### src/rtl/slot_status_consts.svh
// Constants for the slot status image builder: image layout, bit positions, error codes, register map.
// Assumes inclusion by bare name from the package and the design file.
// Contract
// - Image holds two bytes for the bus coupling and two per slot.
// - Image bytes 0 and 1 carry the global status word.
// - Slot pairs follow the coupling bytes in ascending order from slot 1.
// - First slot byte is module diagnostics, second is type dependent channel diagnostics.
// - Dual-width module takes four bytes; only its first slot reports active.
// - Dual-width bytes 1 and 3 are module layout, 2 and 4 channel layout.
// - Module byte bit 7 shows module active.
// - Module byte bit 6 shows simulation on at least one channel.
// - Module byte bit 5 shows an error; bit 4 reads zero.
// - Module byte bits 3 to 0 hold the four bit error code.
// - Code 0 means no fault; code 1 means timeout, no module inserted.
// - Codes 2 to 6 are internal bus errors; 7 and 8 unused.
// - Code 9 when inserted module type differs from configured type.
// - Code 10 is internal module error; 11 to 15 unused.
// - Module types without channel diagnostics give a zero channel byte.
// - Digital layout: even bits data, odd bits status; byte 4 covers channels 5-8.
// - Channel status bit is zero when valid, one when invalid.
// - Two-channel digital layout: bits 0 and 1 data, bits 2-7 zero.
// - Counter layout: bit 0 status, bit 1 validity, bit 3 direction.
// - Current layout: bits 0/4 undershoot, 1/5 status, others zero.
// - Fourth byte only for dual-width; channels beyond count read zero (two-channel digital and counter layouts ignore the count).
// - Global word bits 11 to 8 hold the station error code.
// - Global word bit 7 set when more than one error is active.
`ifndef SLOT_STATUS_CONSTS_SVH
`define SLOT_STATUS_CONSTS_SVH

// Image layout.
`define IMG_HDR_BYTES     2
`define IMG_BYTES_PER_SLOT 2

// Module diagnostic byte fields.
`define MOD_ACTIVE_BIT    7
`define MOD_SIM_BIT       6
`define MOD_ERR_BIT       5
`define MOD_CODE_LSB      0

// Module error codes.
`define ERR_NONE          4'h0
`define ERR_TIMEOUT       4'h1
`define ERR_BUS_MIN       4'h2
`define ERR_BUS_MAX       4'h6
`define ERR_TYPE          4'h9
`define ERR_MODULE        4'ha

// Channel byte fields.
`define CNT_STATUS_BIT    0
`define CNT_VALID_BIT     1
`define CNT_DIR_BIT       3
`define CUR_HI_LSB        4
`define CH_PER_DIG_BYTE   4
`define CH_PER_CUR_BYTE   2

// Global status word fields.
`define GSW_ACTIVE_BIT    15
`define GSW_SIM_BIT       14
`define GSW_ERR_BIT       13
`define GSW_GEN_BIT       12
`define GSW_CODE_LSB      8
`define GSW_MULTI_BIT     7
`define GSW_PARAM_BIT     6
`define GSW_COUNT_MAX     6'h3f

// Register map.
`define CTRL_ADDR         8'hff
`define CTRL_TYPE_CHK_BIT 0
`define CTRL_RESET        8'h01

`endif

### src/rtl/slot_status_pkg.sv
// Types shared by the slot status image builder.
// Assumes the constants header is on the include path.
`include "slot_status_consts.svh"

package slot_status_pkg;

   // Channel diagnostic layout class of the module in a slot.
   typedef enum logic [2:0] {
      lay_none,
      lay_digital,
      lay_digital2,
      lay_counter,
      lay_current
   } layout_e;

   typedef logic [7:0] byte_t;

endpackage : slot_status_pkg

### src/rtl/slot_status_image_builder.sv
// Slot status image builder: assembles the station status image from per-slot module states.
// Assumes slot inputs come from other logic or pins and are asynchronous to clk_in; all are resynchronised.
// Software reads the image over a simple byte port with read data one cycle after the strobe.
`include "slot_status_consts.svh"
`timescale 1ns/100ps
`default_nettype none

module slot_status_image_builder
   import slot_status_pkg::*;
#(
   parameter int NUM_SLOTS = 8,
   parameter int ADDR_W    = 8
)(
   // Clock and reset.
   input  wire logic                   clk_in,
   input  wire logic                   rst_b_in,
   // Register port.
   input  wire logic [ADDR_W-1:0]      addr_in,
   input  wire logic [7:0]             wdata_in,
   input  wire logic                   wr_in,
   input  wire logic                   rd_in,
   output logic      [7:0]             rdata_out,
   // Station level state.
   input  wire logic                   com_active_in,
   input  wire logic                   gen_err_in,
   input  wire logic                   param_busy_in,
   input  wire logic [3:0]             station_code_in,
   // Per-slot module state, slot 1 in the lowest lane.
   input  wire logic [NUM_SLOTS-1:0]   present_in,
   input  wire logic [NUM_SLOTS-1:0]   active_in,
   input  wire logic [NUM_SLOTS-1:0]   sim_in,
   input  wire logic [NUM_SLOTS-1:0]   mod_err_in,
   input  wire logic [NUM_SLOTS-1:0]   dual_in,
   input  wire logic [4*NUM_SLOTS-1:0] bus_code_in,
   input  wire logic [8*NUM_SLOTS-1:0] cfg_type_in,
   input  wire logic [8*NUM_SLOTS-1:0] ins_type_in,
   input  wire logic [3*NUM_SLOTS-1:0] layout_in,
   input  wire logic [4*NUM_SLOTS-1:0] chan_cnt_in,
   input  wire logic [8*NUM_SLOTS-1:0] chan_val_in,
   input  wire logic [8*NUM_SLOTS-1:0] chan_inv_in
);

   localparam int IMG_BYTES = `IMG_HDR_BYTES + `IMG_BYTES_PER_SLOT * NUM_SLOTS;
   localparam int SW        = 7 + NUM_SLOTS * 48;

   // Every slot and station input passes two flip-flops; the slot data are gathered into one vector so one pair serves all.
   logic [SW-1:0] sync1;
   logic [SW-1:0] sync2;
   wire  [SW-1:0] raw;

   assign raw = {station_code_in, param_busy_in, gen_err_in, com_active_in,
                 chan_inv_in, chan_val_in, chan_cnt_in, layout_in, ins_type_in, cfg_type_in,
                 bus_code_in, dual_in, mod_err_in, sim_in, active_in, present_in};

   always_ff @(posedge clk_in or negedge rst_b_in) begin
      if (!rst_b_in) begin
         sync1 <= '0;
         sync2 <= '0;
      end else begin
         sync1 <= raw;
         sync2 <= sync1;
      end
   end

   // Unpacked, synchronised copies.
   wire       [3:0]             s_code;
   wire                         s_param;
   wire                         s_gen;
   wire                         s_com;
   wire       [8*NUM_SLOTS-1:0] s_inv;
   wire       [8*NUM_SLOTS-1:0] s_val;
   wire       [4*NUM_SLOTS-1:0] s_cnt;
   wire       [3*NUM_SLOTS-1:0] s_lay;
   wire       [8*NUM_SLOTS-1:0] s_ins;
   wire       [8*NUM_SLOTS-1:0] s_cfg;
   wire       [4*NUM_SLOTS-1:0] s_bus;
   wire       [NUM_SLOTS-1:0]   s_dual;
   wire       [NUM_SLOTS-1:0]   s_merr;
   wire       [NUM_SLOTS-1:0]   s_sim;
   wire       [NUM_SLOTS-1:0]   s_act;
   wire       [NUM_SLOTS-1:0]   s_pres;

   assign {s_code, s_param, s_gen, s_com, s_inv, s_val, s_cnt, s_lay, s_ins, s_cfg,
           s_bus, s_dual, s_merr, s_sim, s_act, s_pres} = sync2;

   // Control register: type check enable.
   logic [7:0] ctrl;
   wire        type_chk;
   wire        ctrl_hit;

   assign ctrl_hit = (addr_in == ADDR_W'(`CTRL_ADDR));
   assign type_chk = ctrl[`CTRL_TYPE_CHK_BIT];

   always_ff @(posedge clk_in or negedge rst_b_in) begin
      if (!rst_b_in) begin
         ctrl <= `CTRL_RESET;
      end else if (wr_in && ctrl_hit) begin
         ctrl <= wdata_in & `CTRL_RESET;
      end
   end

   // Channel byte for one half of a module; half 1 is the fourth byte of a dual-width module.
   function automatic byte_t chan_byte(input logic [2:0] lay_code, input logic half,
                                       input logic [7:0] val, input logic [7:0] inv,
                                       input logic [3:0] cnt);
      byte_t   b;
      layout_e lay;
      int      ch;
      b   = '0;
      lay = layout_e'(lay_code);
      ch  = 0;
      unique case (lay)
         lay_digital: begin
            for (int k = 0; k < `CH_PER_DIG_BYTE; k++) begin
               ch = int'(half) * `CH_PER_DIG_BYTE + k;
               if (ch < int'(cnt)) begin
                  b[2*k]   = val[ch];
                  b[2*k+1] = inv[ch];
               end
            end
         end
         lay_current: begin
            for (int k = 0; k < `CH_PER_CUR_BYTE; k++) begin
               ch = int'(half) * `CH_PER_CUR_BYTE + k;
               if (ch < int'(cnt)) begin
                  b[`CUR_HI_LSB*k]   = val[ch];
                  b[`CUR_HI_LSB*k+1] = inv[ch];
               end
            end
         end
         lay_digital2: begin
            if (!half) begin
               b[1:0] = val[1:0];
            end
         end
         lay_counter: begin
            if (!half) begin
               b[`CNT_STATUS_BIT] = val[0];
               b[`CNT_VALID_BIT]  = inv[0];
               b[`CNT_DIR_BIT]    = val[1];
            end
         end
         default: b = '0;
      endcase
      return b;
   endfunction : chan_byte

   // Per-slot diagnostics; a slot that follows a dual-width first slot mirrors that module.
   byte_t      next_mod  [NUM_SLOTS];
   byte_t      next_chan [NUM_SLOTS];
   wire [NUM_SLOTS-1:0] second;
   wire [NUM_SLOTS-1:0] slot_err;
   wire [NUM_SLOTS-1:0] slot_sim;

   genvar s;
   generate
      for (s = 0; s < NUM_SLOTS; s++) begin : g_slot
         wire [3:0] own_code;
         wire [3:0] bus_c;
         wire       mismatch;
         wire       src_dual;
         wire [3:0] code;

         // A dual request on the last slot has no partner and is ignored.
         if (s == 0) begin : g_first
            assign second[s] = 1'b0;
         end else begin : g_next
            assign second[s] = g_slot[s-1].src_dual;
         end

         assign bus_c    = s_bus[4*s +: 4];
         assign mismatch = type_chk && (s_cfg[8*s +: 8] != s_ins[8*s +: 8]);
         // Fault priority: a missing module hides every other cause.
         assign own_code = !s_pres[s]                                     ? `ERR_TIMEOUT :
                           (bus_c >= `ERR_BUS_MIN && bus_c <= `ERR_BUS_MAX) ? bus_c :
                           mismatch                                       ? `ERR_TYPE :
                           s_merr[s]                                      ? `ERR_MODULE :
                                                                            `ERR_NONE;
         assign src_dual = (s < NUM_SLOTS - 1) && s_dual[s] && !second[s];

         if (s == 0) begin : g_code0
            assign code = own_code;
         end else begin : g_coden
            assign code = second[s] ? g_slot[s-1].own_code : own_code;
         end

         assign slot_err[s] = (code != `ERR_NONE) && !second[s];
         assign slot_sim[s] = s_sim[s] && !second[s];

         always_comb begin
            next_mod[s] = '0;
            next_mod[s][`MOD_CODE_LSB +: 4] = code;
            next_mod[s][`MOD_ERR_BIT]       = (code != `ERR_NONE);
            if (second[s]) begin
               next_mod[s][`MOD_SIM_BIT] = s_sim[s-1 < 0 ? 0 : s-1];
            end else begin
               next_mod[s][`MOD_SIM_BIT]    = s_sim[s];
               next_mod[s][`MOD_ACTIVE_BIT] = s_act[s] && s_pres[s];
            end
         end

         always_comb begin
            if (second[s]) begin
               next_chan[s] = chan_byte(s_lay[3*(s-1 < 0 ? 0 : s-1) +: 3], 1'b1,
                                        s_val[8*(s-1 < 0 ? 0 : s-1) +: 8],
                                        s_inv[8*(s-1 < 0 ? 0 : s-1) +: 8],
                                        s_cnt[4*(s-1 < 0 ? 0 : s-1) +: 4]);
            end else begin
               next_chan[s] = chan_byte(s_lay[3*s +: 3], 1'b0, s_val[8*s +: 8],
                                        s_inv[8*s +: 8], s_cnt[4*s +: 4]);
            end
         end
      end
   endgenerate

   // Error count over station and slots; the count saturates at the field width.
   function automatic logic [5:0] count_errs(input logic [NUM_SLOTS-1:0] v, input logic st);
      logic [6:0] n;
      n = {6'h00, st};
      for (int i = 0; i < NUM_SLOTS; i++) begin
         n = n + {6'h00, v[i]};
      end
      return (n > {1'b0, `GSW_COUNT_MAX}) ? `GSW_COUNT_MAX : n[5:0];
   endfunction : count_errs

   wire [5:0]  err_count;
   logic [15:0] next_gsw;

   assign err_count = count_errs(slot_err, s_code != `ERR_NONE);

   // Global status word: high byte first in the image.
   always_comb begin
      next_gsw                       = '0;
      next_gsw[5:0]                  = err_count;
      next_gsw[`GSW_PARAM_BIT]       = s_param;
      next_gsw[`GSW_MULTI_BIT]       = (err_count > 6'h01);
      next_gsw[`GSW_CODE_LSB +: 4]   = s_code;
      next_gsw[`GSW_GEN_BIT]         = s_gen;
      next_gsw[`GSW_ERR_BIT]         = (err_count != 6'h00);
      next_gsw[`GSW_SIM_BIT]         = |slot_sim;
      next_gsw[`GSW_ACTIVE_BIT]      = s_com;
   end

   // Image storage, refreshed on every clock from the synchronised state.
   byte_t image [IMG_BYTES];

   always_ff @(posedge clk_in or negedge rst_b_in) begin
      if (!rst_b_in) begin
         for (int i = 0; i < IMG_BYTES; i++) begin
            image[i] <= '0;
         end
      end else begin
         image[0] <= next_gsw[15:8];
         image[1] <= next_gsw[7:0];
         for (int i = 0; i < NUM_SLOTS; i++) begin
            image[`IMG_HDR_BYTES + `IMG_BYTES_PER_SLOT*i]     <= next_mod[i];
            image[`IMG_HDR_BYTES + `IMG_BYTES_PER_SLOT*i + 1] <= next_chan[i];
         end
      end
   end

   // Read decode; writes to the image are ignored because the image is read-only.
   wire        img_hit;
   wire [7:0]  rd_mux;

   assign img_hit = (int'(addr_in) < IMG_BYTES);
   assign rd_mux  = img_hit  ? image[img_hit ? int'(addr_in) : 0] :
                    ctrl_hit ? ctrl : 8'h00;

   always_ff @(posedge clk_in or negedge rst_b_in) begin
      if (!rst_b_in) begin
         rdata_out <= 8'h00;
      end else begin
         rdata_out <= rd_in ? rd_mux : 8'h00;
      end
   end

endmodule : slot_status_image_builder

`default_nettype wire

### config.mk
export PLATFORM = sky130hd
export DESIGN_NAME = slot_status_image_builder
export DESIGN_NICKNAME = d
export VERILOG_FILES = /design/src/rtl/slot_status_pkg.sv /design/src/rtl/slot_status_image_builder.sv
export VERILOG_INCLUDE_DIRS = /design/src /design/src/rtl
export SDC_FILE = /design/constraint.sdc
export NUM_CORES = 1
export LEC_CHECK = 0
export BUFFER_PORTS_ARGS = -buffer_cell sky130_fd_sc_hd__buf_4
export CAP_MARGIN = 5
export CORE_MARGIN = 2
export CORE_UTILIZATION = 30
export CTS_CLUSTER_SIZE = 40
export DETAILED_ROUTE_END_ITERATION = 8
export GPL_TIMING_DRIVEN = 0
export PLACE_DENSITY = 0.49
export SKIP_LAST_GASP = 1
export SYNTH_ARGS = -nofsm -noshare
export SYNTH_HDL_FRONTEND = slang
export SYNTH_SLANG_ARGS = --single-unit
### constraint.sdc
create_clock -name clk_in -period 6.2 [get_ports clk_in]
set_clock_uncertainty 0.15 [all_clocks]
set_input_delay 0 -clock clk_in [delete_from_list [all_inputs] [get_ports clk_in]]
set_output_delay 0 -clock clk_in [all_outputs]
set_load 0.01 [all_outputs]
==> results of run 1 <==
stage by stage:
step / cells / utilization / TNS (ns) / area, um2
after floorplan: 1957 / - / 0 / 29000
after global placement: 3622 / 0.352 / -4297.24 / 33600
after detailed placement: 3630 / 0.354 / 0 / 33800
cells by family after synthesis:
logic type	Yosys count	share of synthesized area
simple gates	463	0.0792
compound gates	399	0.0922
buf+inv	94	0.0133
flops	907	0.784
mux	17	0.00622
fa+ha+maj	7	0.00432
xor+xnor	70	0.0212
==> results.py, run 1 <==
metrics = {
    "floorplan": {
        "die_h_um": 315,
        "fp-row-count": 113,
        "ios": 419,
        "die_w_um": 315,
        "start_util": 0.304,
    },
    "yosys": {
        "synth_top_flop_cell": "dfrtp_1",
        "netlist-cell-type-count": 73,
        "syn_area_um2": 29000,
        "synth-edff-count": 0,
        "synth.most_common_cell": "dfrtp_1",
        "synth_cells": 1957,
        "ys_seq_area_frac": 0.784,
        "ys_warn_count": 0,
        "async_flop_share": 1.00,
        "ys_top_cells_by_count": "dfrtp_1, nand2_1, a21oi_1",
        "yosys-top-cells-area": "dfrtp_1, nand2_1, xor2_1",
        "ys_seq_elements": 907,
        "synth_top_area_cell": "dfrtp_1",
        "synth_top_area_share": 0.783,
        "syn_nets": 2375,
        "syn_avg_cell_area_um2": 14.8,
    },
    "cts": {
        "numCtsBuffers": 98,
        "cts_buffer_depth": 3,
        "htree_num_levels": 3,
        "cts-resized-gates": 0,
        "postCtsSetupRepairBufs": 0,
        "cts_sinks": 907,
        "holdBufCountCts": 763,
        "root_buffer": "clkbuf_16",
    },
    "place": {
        "dp_hpwl_mm": 58.4,
        "pre_cts_slack_ns": 0.595,
        "port-buffer-count": 400,
        "gp_congestion": 0.875,
    },
    "status": {
        "status": "stopped before the end",
        "haltStage": "clock tree synthesis",
        "tool.error": "[ERROR RSZ-0060] Max buffer count reached.",
    },
}
==> run 2: changes to the inputs <==
--- a/config.mk
+++ b/config.mk
@@ -9,11 +9,10 @@
 export BUFFER_PORTS_ARGS = -buffer_cell sky130_fd_sc_hd__buf_4
 export CAP_MARGIN = 5
 export CORE_MARGIN = 2
-export CORE_UTILIZATION = 30
-export CTS_CLUSTER_SIZE = 40
+export CORE_UTILIZATION = 20
 export DETAILED_ROUTE_END_ITERATION = 8
 export GPL_TIMING_DRIVEN = 0
-export PLACE_DENSITY = 0.49
+export PLACE_DENSITY_LB_ADDON = 0.15
 export SKIP_LAST_GASP = 1
 export SYNTH_ARGS = -nofsm -noshare
 export SYNTH_HDL_FRONTEND = slang
==> run 2 against run 1 <==
Compared with the run above:
- the flow now finishes, with violations (design-rule violations)
- synthesized cell count did not move
- area after synthesis stayed put
==> results.py, run 2 <==
metrics = {
    "timing": {
        "hold_viol": 0,
        "tns_ns": 0,
        "setup_viol": 0,
        "grt_setup_unrepaired": "false",
        "drv_slew": 0,
        "tightest_slew_ns": 1.22,
        "slew_headroom": 0.182,
        "max_freq_mhz": 180,
        "min_period_ns": 5.56,
        "fin_crit_sh": 0.896,
    },
    "route": {
        "drtAntennaViolNets": 0,
        "wl_per_cell_um": 18.3,
        "initialDrtViolationCount": 1152,
        "drt_pass1_iterations": 9,
        "viasPerCell": 3.90,
        "via_count": 20480,
        "drc_errors": 26,
        "drt-total-wl_mm": 96.4,
    },
    "power_and_ir_drop": {
        "intPower_w": 0.0107,
        "swShare": 0.236,
        "fin_total_pwr_w": 0.0139,
        "max-vdd-ir-drop_mv": 0.195,
        "p_switching_w": 0.00329,
        "sequentialPowerShare": 0.460,
        "p_comb_frac": 0.086,
        "power_density_nw_per_um2": 302,
        "pwr-share-clk": 0.455,
        "power.leakage_nw": 20.1,
    },
    "yosys": {
        "ys_seq_elements": 907,
        "ys_seq_area_frac": 0.784,
        "netlist-cell-type-count": 73,
        "ys_top_cells_by_count": "dfrtp_1, nand2_1, a21oi_1",
        "syn_nets": 2375,
        "synth.most_common_cell": "dfrtp_1",
        "synth_top_flop_cell": "dfrtp_1",
        "syn_area_um2": 29000,
        "syn_avg_cell_area_um2": 14.8,
        "synth_top_area_cell": "dfrtp_1",
        "async_flop_share": 1.00,
        "synth_top_area_share": 0.783,
        "ys_warn_count": 0,
        "synth-edff-count": 0,
        "synth_cells": 1957,
        "yosys-top-cells-area": "dfrtp_1, nand2_1, xor2_1",
    },
    "setup_path": {
        "critical_path_class": "flip-flop to flip-flop",
        "ff2ff_path_depth": 16,
        "cp-start-kind": "flip-flop",
        "critPathMaxFanout": 3,
        "max_stage_delay_ns": 0.79,
        "worstSetupEndpointType": "flip-flop",
        "r2r-start": "sync2[159]$_DFF_PN0_",
        "cp_cell_sequence": "xor2_1 > nor4_1 > a21oi_1 > a311o_1 > a22oi_1 > o31ai_1 > fa_1 > inv_1 > fa_1 > inv_1 > fa_1 > fa_1 > inv_1 > fa_1 > nor2_1 > nand3_1",
        "crit_arrival_ns": 6.00,
        "crit_buf_inv": 3,
        "crit_top_cell": "fa_1",
        "slowest_stage": "nor4_1",
        "r2r_end": "image[141]$_DFF_PN0_",
        "cp.depth": 16,
        "r2r_slack_ns": 0.64,
        "cp.required_ns": 6.64,
        "cp_top_family": "adder cells",
    },
    "cts": {
        "cts_sinks": 907,
        "clk_pin_slew_ns": 0.06,
        "htree_num_levels": 3,
        "clk-insertion-delay-late_ns": 0.74,
        "numCtsBuffers": 104,
        "cts-resized-gates": 0,
        "cts_tree": "built",
        "cts_buffer_depth": 3,
        "root_buffer": "clkbuf_16",
    },
    "min_path": {
        "holdPathStages": 0,
        "min_from": "sync1[281]$_DFF_PN0_",
        "min_to": "sync2[281]$_DFF_PN0_",
        "min_path_type": "flip-flop to flip-flop",
    },
    "global_routing": {
        "overflow": 0,
        "grt_pass1_vias": 22546,
        "grt_pass1_wl_mm": 143,
        "antenna_found_initial": 29,
        "track_usage": 0.132,
        "grt_max_degree": 126,
    },
    "final_layout": {
        "final_util": 0.321,
        "final_nets": 3677,
        "layout_common_cells": "dfrtp_1, dlygate4sd3_1, buf_4, nand2_1, clkbuf_16",
        "drive_above_1_share": 0.190,
        "reg.largest.list": "sync1: 382 flops, sync2: 382 flops, image: 134 flops",
        "syn_to_final_growth_pct": 59.1,
        "final_common_cell": "dfrtp_1",
    },
    "floorplan": {
        "fp-row-count": 139,
        "die_w_um": 385,
        "die-area_um2": 148000,
        "ios": 419,
        "die_h_um": 385,
        "core_area_um2": 144000,
        "start_util": 0.202,
    },
    "status": {
        "violations": "design-rule violations",
        "status": "finished with violations",
    },
    "job": {
        "drv_cap": 0,
    },
    "place": {
        "gp_congestion": 0.783,
        "dp_hpwl_mm": 69.8,
        "port-buffer-count": 400,
    },
}
run 2: cell counts after synthesis:
No cell type changed its count.
run 2: power groups by stage:
| stage | Combinational [W] | Clock, W | Sequential (W) |
|---|---|---|---|
| after floorplan | 0.000308 | 0 | 0.00644 |
| after global placement | 0.000782 | 0 | 0.00652 |
| after detailed placement | 0.000812 | 0 | 0.00652 |
| after CTS | 0.00122 | 0.00661 | 0.00642 |
| after global routing | 0.00132 | 0.00684 | 0.00644 |
| final | 0.00119 | 0.00634 | 0.00641 |
run 2: how the worst max path moves through the flow:
stage	from	slack (ns)	endpoint
after detailed placement	sync2[138]$_DFF_PN0_	0.51	image[141]$_DFF_PN0_
after floorplan	sync2[146]$_DFF_PN0_	1.46	image[141]$_DFF_PN0_
after global placement	rst_b_in	-5.49	sync1[265]$_DFF_PN0_
after CTS	sync2[139]$_DFF_PN0_	0.49	image[141]$_DFF_PN0_
final	sync2[159]$_DFF_PN0_	0.64	image[141]$_DFF_PN0_
after global routing	sync2[138]$_DFF_PN0_	0.21	image[141]$_DFF_PN0_
run 2: what timing repair did:
item / 4_1_cts / 5_1_grt
endpoints found under the setup margin: 0 / 0
buffers inserted: 0 / 0
hold buffers: 787 / 0
endpoints found under the hold margin: 761 / 0
run 2: metal layers:
layer	part of all wire	wire, um	GRT usage	vias to the layer above
li1	-	-	-	9457
met1	0.42	40400	0.163	10347
met2	0.50	48000	0.223	456
met3	0.049	4710	0.0315	194
met4	0.032	3110	0.0483	26
met5	0.0015	145	0	-
run 2: worst reg2reg max path: stages, from the launching register on:
cell and delay (ns):
dfrtp_1 0.37, xor2_1 0.17, nor4_1 0.79, a21oi_1 0.21, a311o_1 0.39, a22oi_1 0.27
o31ai_1 0.16, fa_1 0.52, inv_1 0.06, fa_1 0.54, inv_1 0.06, fa_1 0.50
fa_1 0.45, inv_1 0.08, fa_1 0.45, nor2_1 0.17, nand3_1 0.10
run 2: cell type report:
cell class | instances | area [um2]
diodes | 13 | 32.5
flip-flops and latches | 907 | 22700
repair buffers | 1196 | 11100
clock inverters | 45 | 606
plain buffers | 47 | 210
clock buffers | 144 | 2970
multi-input cells | 956 | 5880
well taps | 1903 | 2380
inverters | 47 | 176
fillers | 14456 | 97600
run 2: logic make-up after synthesis:
| group | count (synthesis) | synth area share |
|---|---|---|
| multiplexers | 17 | 0.00622 |
| AND/OR/NAND/NOR | 463 | 0.0792 |
| buffers and inverters | 94 | 0.0133 |
| XOR/XNOR | 70 | 0.0212 |
| adder cells (fa/ha/maj) | 7 | 0.00432 |
| AO/OA/AOI/OAI | 399 | 0.0922 |
| flip-flops | 907 | 0.784 |
run 2: per-stage QoR:
| stage | instance area [um2] | cells | worst slack (ns) | hold WS, ns |
|---|---|---|---|---|
| after global routing | 46100 | 5256 | 0.212 | 0.179 |
| after floorplan | 29000 | 1957 | 1.46 | -0.446 |
| after detailed placement | 34600 | 4268 | 0.511 | -0.122 |
| after CTS | 46100 | 5244 | 0.490 | 0.0918 |
| after global placement | 34400 | 4260 | -5.49 | -0.0405 |
| final | 46100 | 5258 | 0.643 | 0.183 |
(Power assumes the default switching activity.)
==> run 3: changes to the inputs <==
--- a/config.mk
+++ b/config.mk
@@ -12,6 +12,7 @@
 export CORE_UTILIZATION = 20
 export DETAILED_ROUTE_END_ITERATION = 8
 export GPL_TIMING_DRIVEN = 0
+export MAX_ROUTING_LAYER = met4
 export PLACE_DENSITY_LB_ADDON = 0.15
 export SKIP_LAST_GASP = 1
 export SYNTH_ARGS = -nofsm -noshare
==> constraint.sdc (replaced) <==
create_clock -name clk_in -period 6.2 [get_ports clk_in]
set_clock_uncertainty 0.15 [all_clocks]
set_input_delay 0 -clock clk_in [delete_from_list [all_inputs] [get_ports clk_in]]
set_output_delay 0 -clock clk_in [all_outputs]
set_load 0.05 [all_outputs]
==> run 3 against run 2 <==
Compared with the run above:
- critical endpoint unchanged
- total power up 1.3%
- first-iteration DRC count down 20%
- worst setup slack worse by 0.025 ns
- register-to-register slack worse by 0.03 ns
- sequential share of layout area down 0.14 points
- the run still ends with design-rule violations left
- combinational power about the same
- largest power group is now the clock network
- highest routed layer is now met4
- die area unchanged
==> results.py, run 3 (synthesis gave the netlist of run 2 again) <==
metrics = {
    "route": {
        "viasPerCell": 3.85,
        "drc_errors": 26,
        "drt_pass1_iterations": 7,
        "initialDrtViolationCount": 923,
        "drt-total-wl_mm": 96.9,
        "wl_per_cell_um": 18.4,
        "via_count": 20320,
        "drtAntennaViolNets": 0,
    },
    "floorplan": {
        "core_area_um2": 144000,
        "start_util": 0.202,
        "ios": 419,
        "die_w_um": 385,
        "fp-row-count": 139,
        "die-area_um2": 148000,
        "die_h_um": 385,
    },
    "setup_path": {
        "r2r_slack_ns": 0.62,
        "cp-start-kind": "flip-flop",
        "ff2ff_path_depth": 16,
        "crit_arrival_ns": 6.02,
        "crit_buf_inv": 3,
        "max_stage_delay_ns": 0.78,
        "endpoint": "image[141]$_DFF_PN0_",
        "cp_cell_sequence": "xor2_1 > nor4_1 > a211oi_1 > o31ai_1 > nand2_1 > a31o_2 > fa_1 > inv_1 > fa_1 > inv_1 > fa_1 > fa_1 > inv_1 > fa_1 > nor2_1 > nand3_1",
        "r2r_end": "image[141]$_DFF_PN0_",
        "crit_start": "sync2[139]$_DFF_PN0_",
        "critical_path_class": "flip-flop to flip-flop",
        "worstSetupEndpointType": "flip-flop",
        "critPathMaxFanout": 4,
        "slowest_stage": "nor4_1",
        "cp.required_ns": 6.64,
        "cp.depth": 16,
        "crit_top_cell": "fa_1",
        "cp_top_family": "adder cells",
        "r2r-start": "sync2[139]$_DFF_PN0_",
    },
    "cts": {
        "clk-insertion-delay-late_ns": 0.74,
        "numCtsBuffers": 104,
        "cts_tree": "built",
        "cts_sinks": 907,
        "root_buffer": "clkbuf_16",
        "htree_num_levels": 3,
        "postCtsSetupRepairBufs": 0,
        "clk_pin_slew_ns": 0.06,
        "cts_buffer_depth": 3,
    },
    "global_routing": {
        "track_usage": 0.136,
        "overflow": 0,
        "antenna_found_initial": 30,
        "grt_max_degree": 127,
        "grt_pass1_wl_mm": 143,
        "grt_pass1_vias": 22783,
    },
    "place": {
        "dp_hpwl_mm": 69.3,
        "pre_cts_slack_ns": 0.498,
        "dp_cells": 4267,
        "gp_congestion": 0.787,
        "port-buffer-count": 400,
        "place_area_um2": 34600,
    },
    "timing": {
        "setup_viol": 0,
        "setup_ws_ns": 0.617,
        "grt_setup_unrepaired": "false",
        "max_freq_mhz": 179,
        "min_period_ns": 5.58,
        "tightest_slew_ns": 1.16,
        "hold_viol": 0,
        "slew_headroom": 0.220,
        "drv_slew": 0,
        "tns_ns": 0,
        "hold_slack_ns": 0.125,
        "fin_crit_sh": 0.900,
    },
    "final_layout": {
        "stdcell_area_um2": 46200,
        "layout_common_cells": "dfrtp_1, dlygate4sd3_1, buf_4, nand2_1, clkbuf_16",
        "final_common_cell": "dfrtp_1",
        "final_nets": 3676,
        "drive_above_1_share": 0.193,
        "syn_to_final_growth_pct": 59.6,
        "fill_cells": 14500,
        "reg.largest.list": "sync1: 382 flops, sync2: 382 flops, image: 134 flops",
        "stdcell_count": 5278,
    },
    "power_and_ir_drop": {
        "max-vdd-ir-drop_mv": 0.214,
        "power_density_nw_per_um2": 305,
        "power.leakage_nw": 20.2,
    },
    "job": {
        "drv_cap": 0,
    },
    "status": {
        "status": "finished with violations",
        "violations": "design-rule violations",
    },
    "min_path": {
        "min_path_type": "input pin to flip-flop",
    },
}
run 3: changes by cell type in the layout (fill, tap and decap cells not counted), sizes merged:
cell,previous run,this run
bufinv,9,13
inv,56,54
diode,13,27
clkinv,19,33
clkinvlp,8,10
clkbuf,173,162
buf,428,427
run 3: power by group:
part	switching [W]	total [W]	internal (W)
registers	0.000167	0.00641	0.00624
logic	0.000536	0.00119	0.000655
clock network	0.00265	0.00652	0.00387
total	0.00335	0.0141	0.0108
run 3: cell type report:
| cell class | instances | area (um2) | share of cell area |
|---|---|---|---|
| Tap cell | 1903 | 2380 | 0.0515 |
| Antenna cell | 27 | 67.6 | 0.00146 |
| Buffer | 47 | 210 | 0.00455 |
| Multi-Input combinational cell | 956 | 5880 | 0.127 |
| Timing Repair Buffer | 1195 | 11100 | 0.240 |
| Sequential cell | 907 | 22700 | 0.491 |
| Clock inverter | 63 | 825 | 0.0178 |
| Clock buffer | 133 | 2880 | 0.0624 |
| Inverter | 47 | 176 | 0.00382 |
run 3: how the worst min path moves through the flow:
| stage | to | cells past startpoint | from | slack (ns) |
|---|---|---|---|---|
| 2_1_floorplan | image[0]$_DFF_PN0_ | 0 | rst_b_in | -0.45 |
| 3_3_place_gp | sync1[145]$_DFF_PN0_ | 1 | ins_type_in[9] | -0.04 |
| 3_5_place_dp | sync1[182]$_DFF_PN0_ | 1 | ins_type_in[46] | -0.04 |
| 4_1_cts | rdata_out[3]$_DFF_PN0_ | 6 | addr_in[3] | 0.07 |
| 5_1_grt | rdata_out[3]$_DFF_PN0_ | 6 | addr_in[3] | 0.12 |
| 6_report | rdata_out[3]$_DFF_PN0_ | 6 | addr_in[3] | 0.12 |
run 3: through the flow:
stage | power (W) | utilization
after floorplan | 0.00675 | -
after CTS | 0.0144 | 0.321
after global placement | 0.00731 | 0.239
after detailed placement | 0.00733 | 0.241
after global routing | 0.0148 | 0.322
final | 0.0141 | 0.322
run 3: per-layer routing:
layer	GRT usage	vias up	routed length [um]
li1	-	9462	-
met1	0.163	10288	41100
met2	0.224	428	48300
met3	0.0294	142	4660
met4	0.0471	0	2850
met5	-	-	0
run 3: timing repair:
item                       4_1_cts  5_1_grt
hold endpoints to repair       843        0
resized for setup                0        0
hold buffers                   787        0
setup endpoints to repair        0        0
run 3: worst min-delay path: stages:
cell and delay [ns]:
buf_2 0.20, inv_1 0.05, o21ai_0 0.15, nand2_1 0.16, o311ai_0 0.18, and3_1 0.20
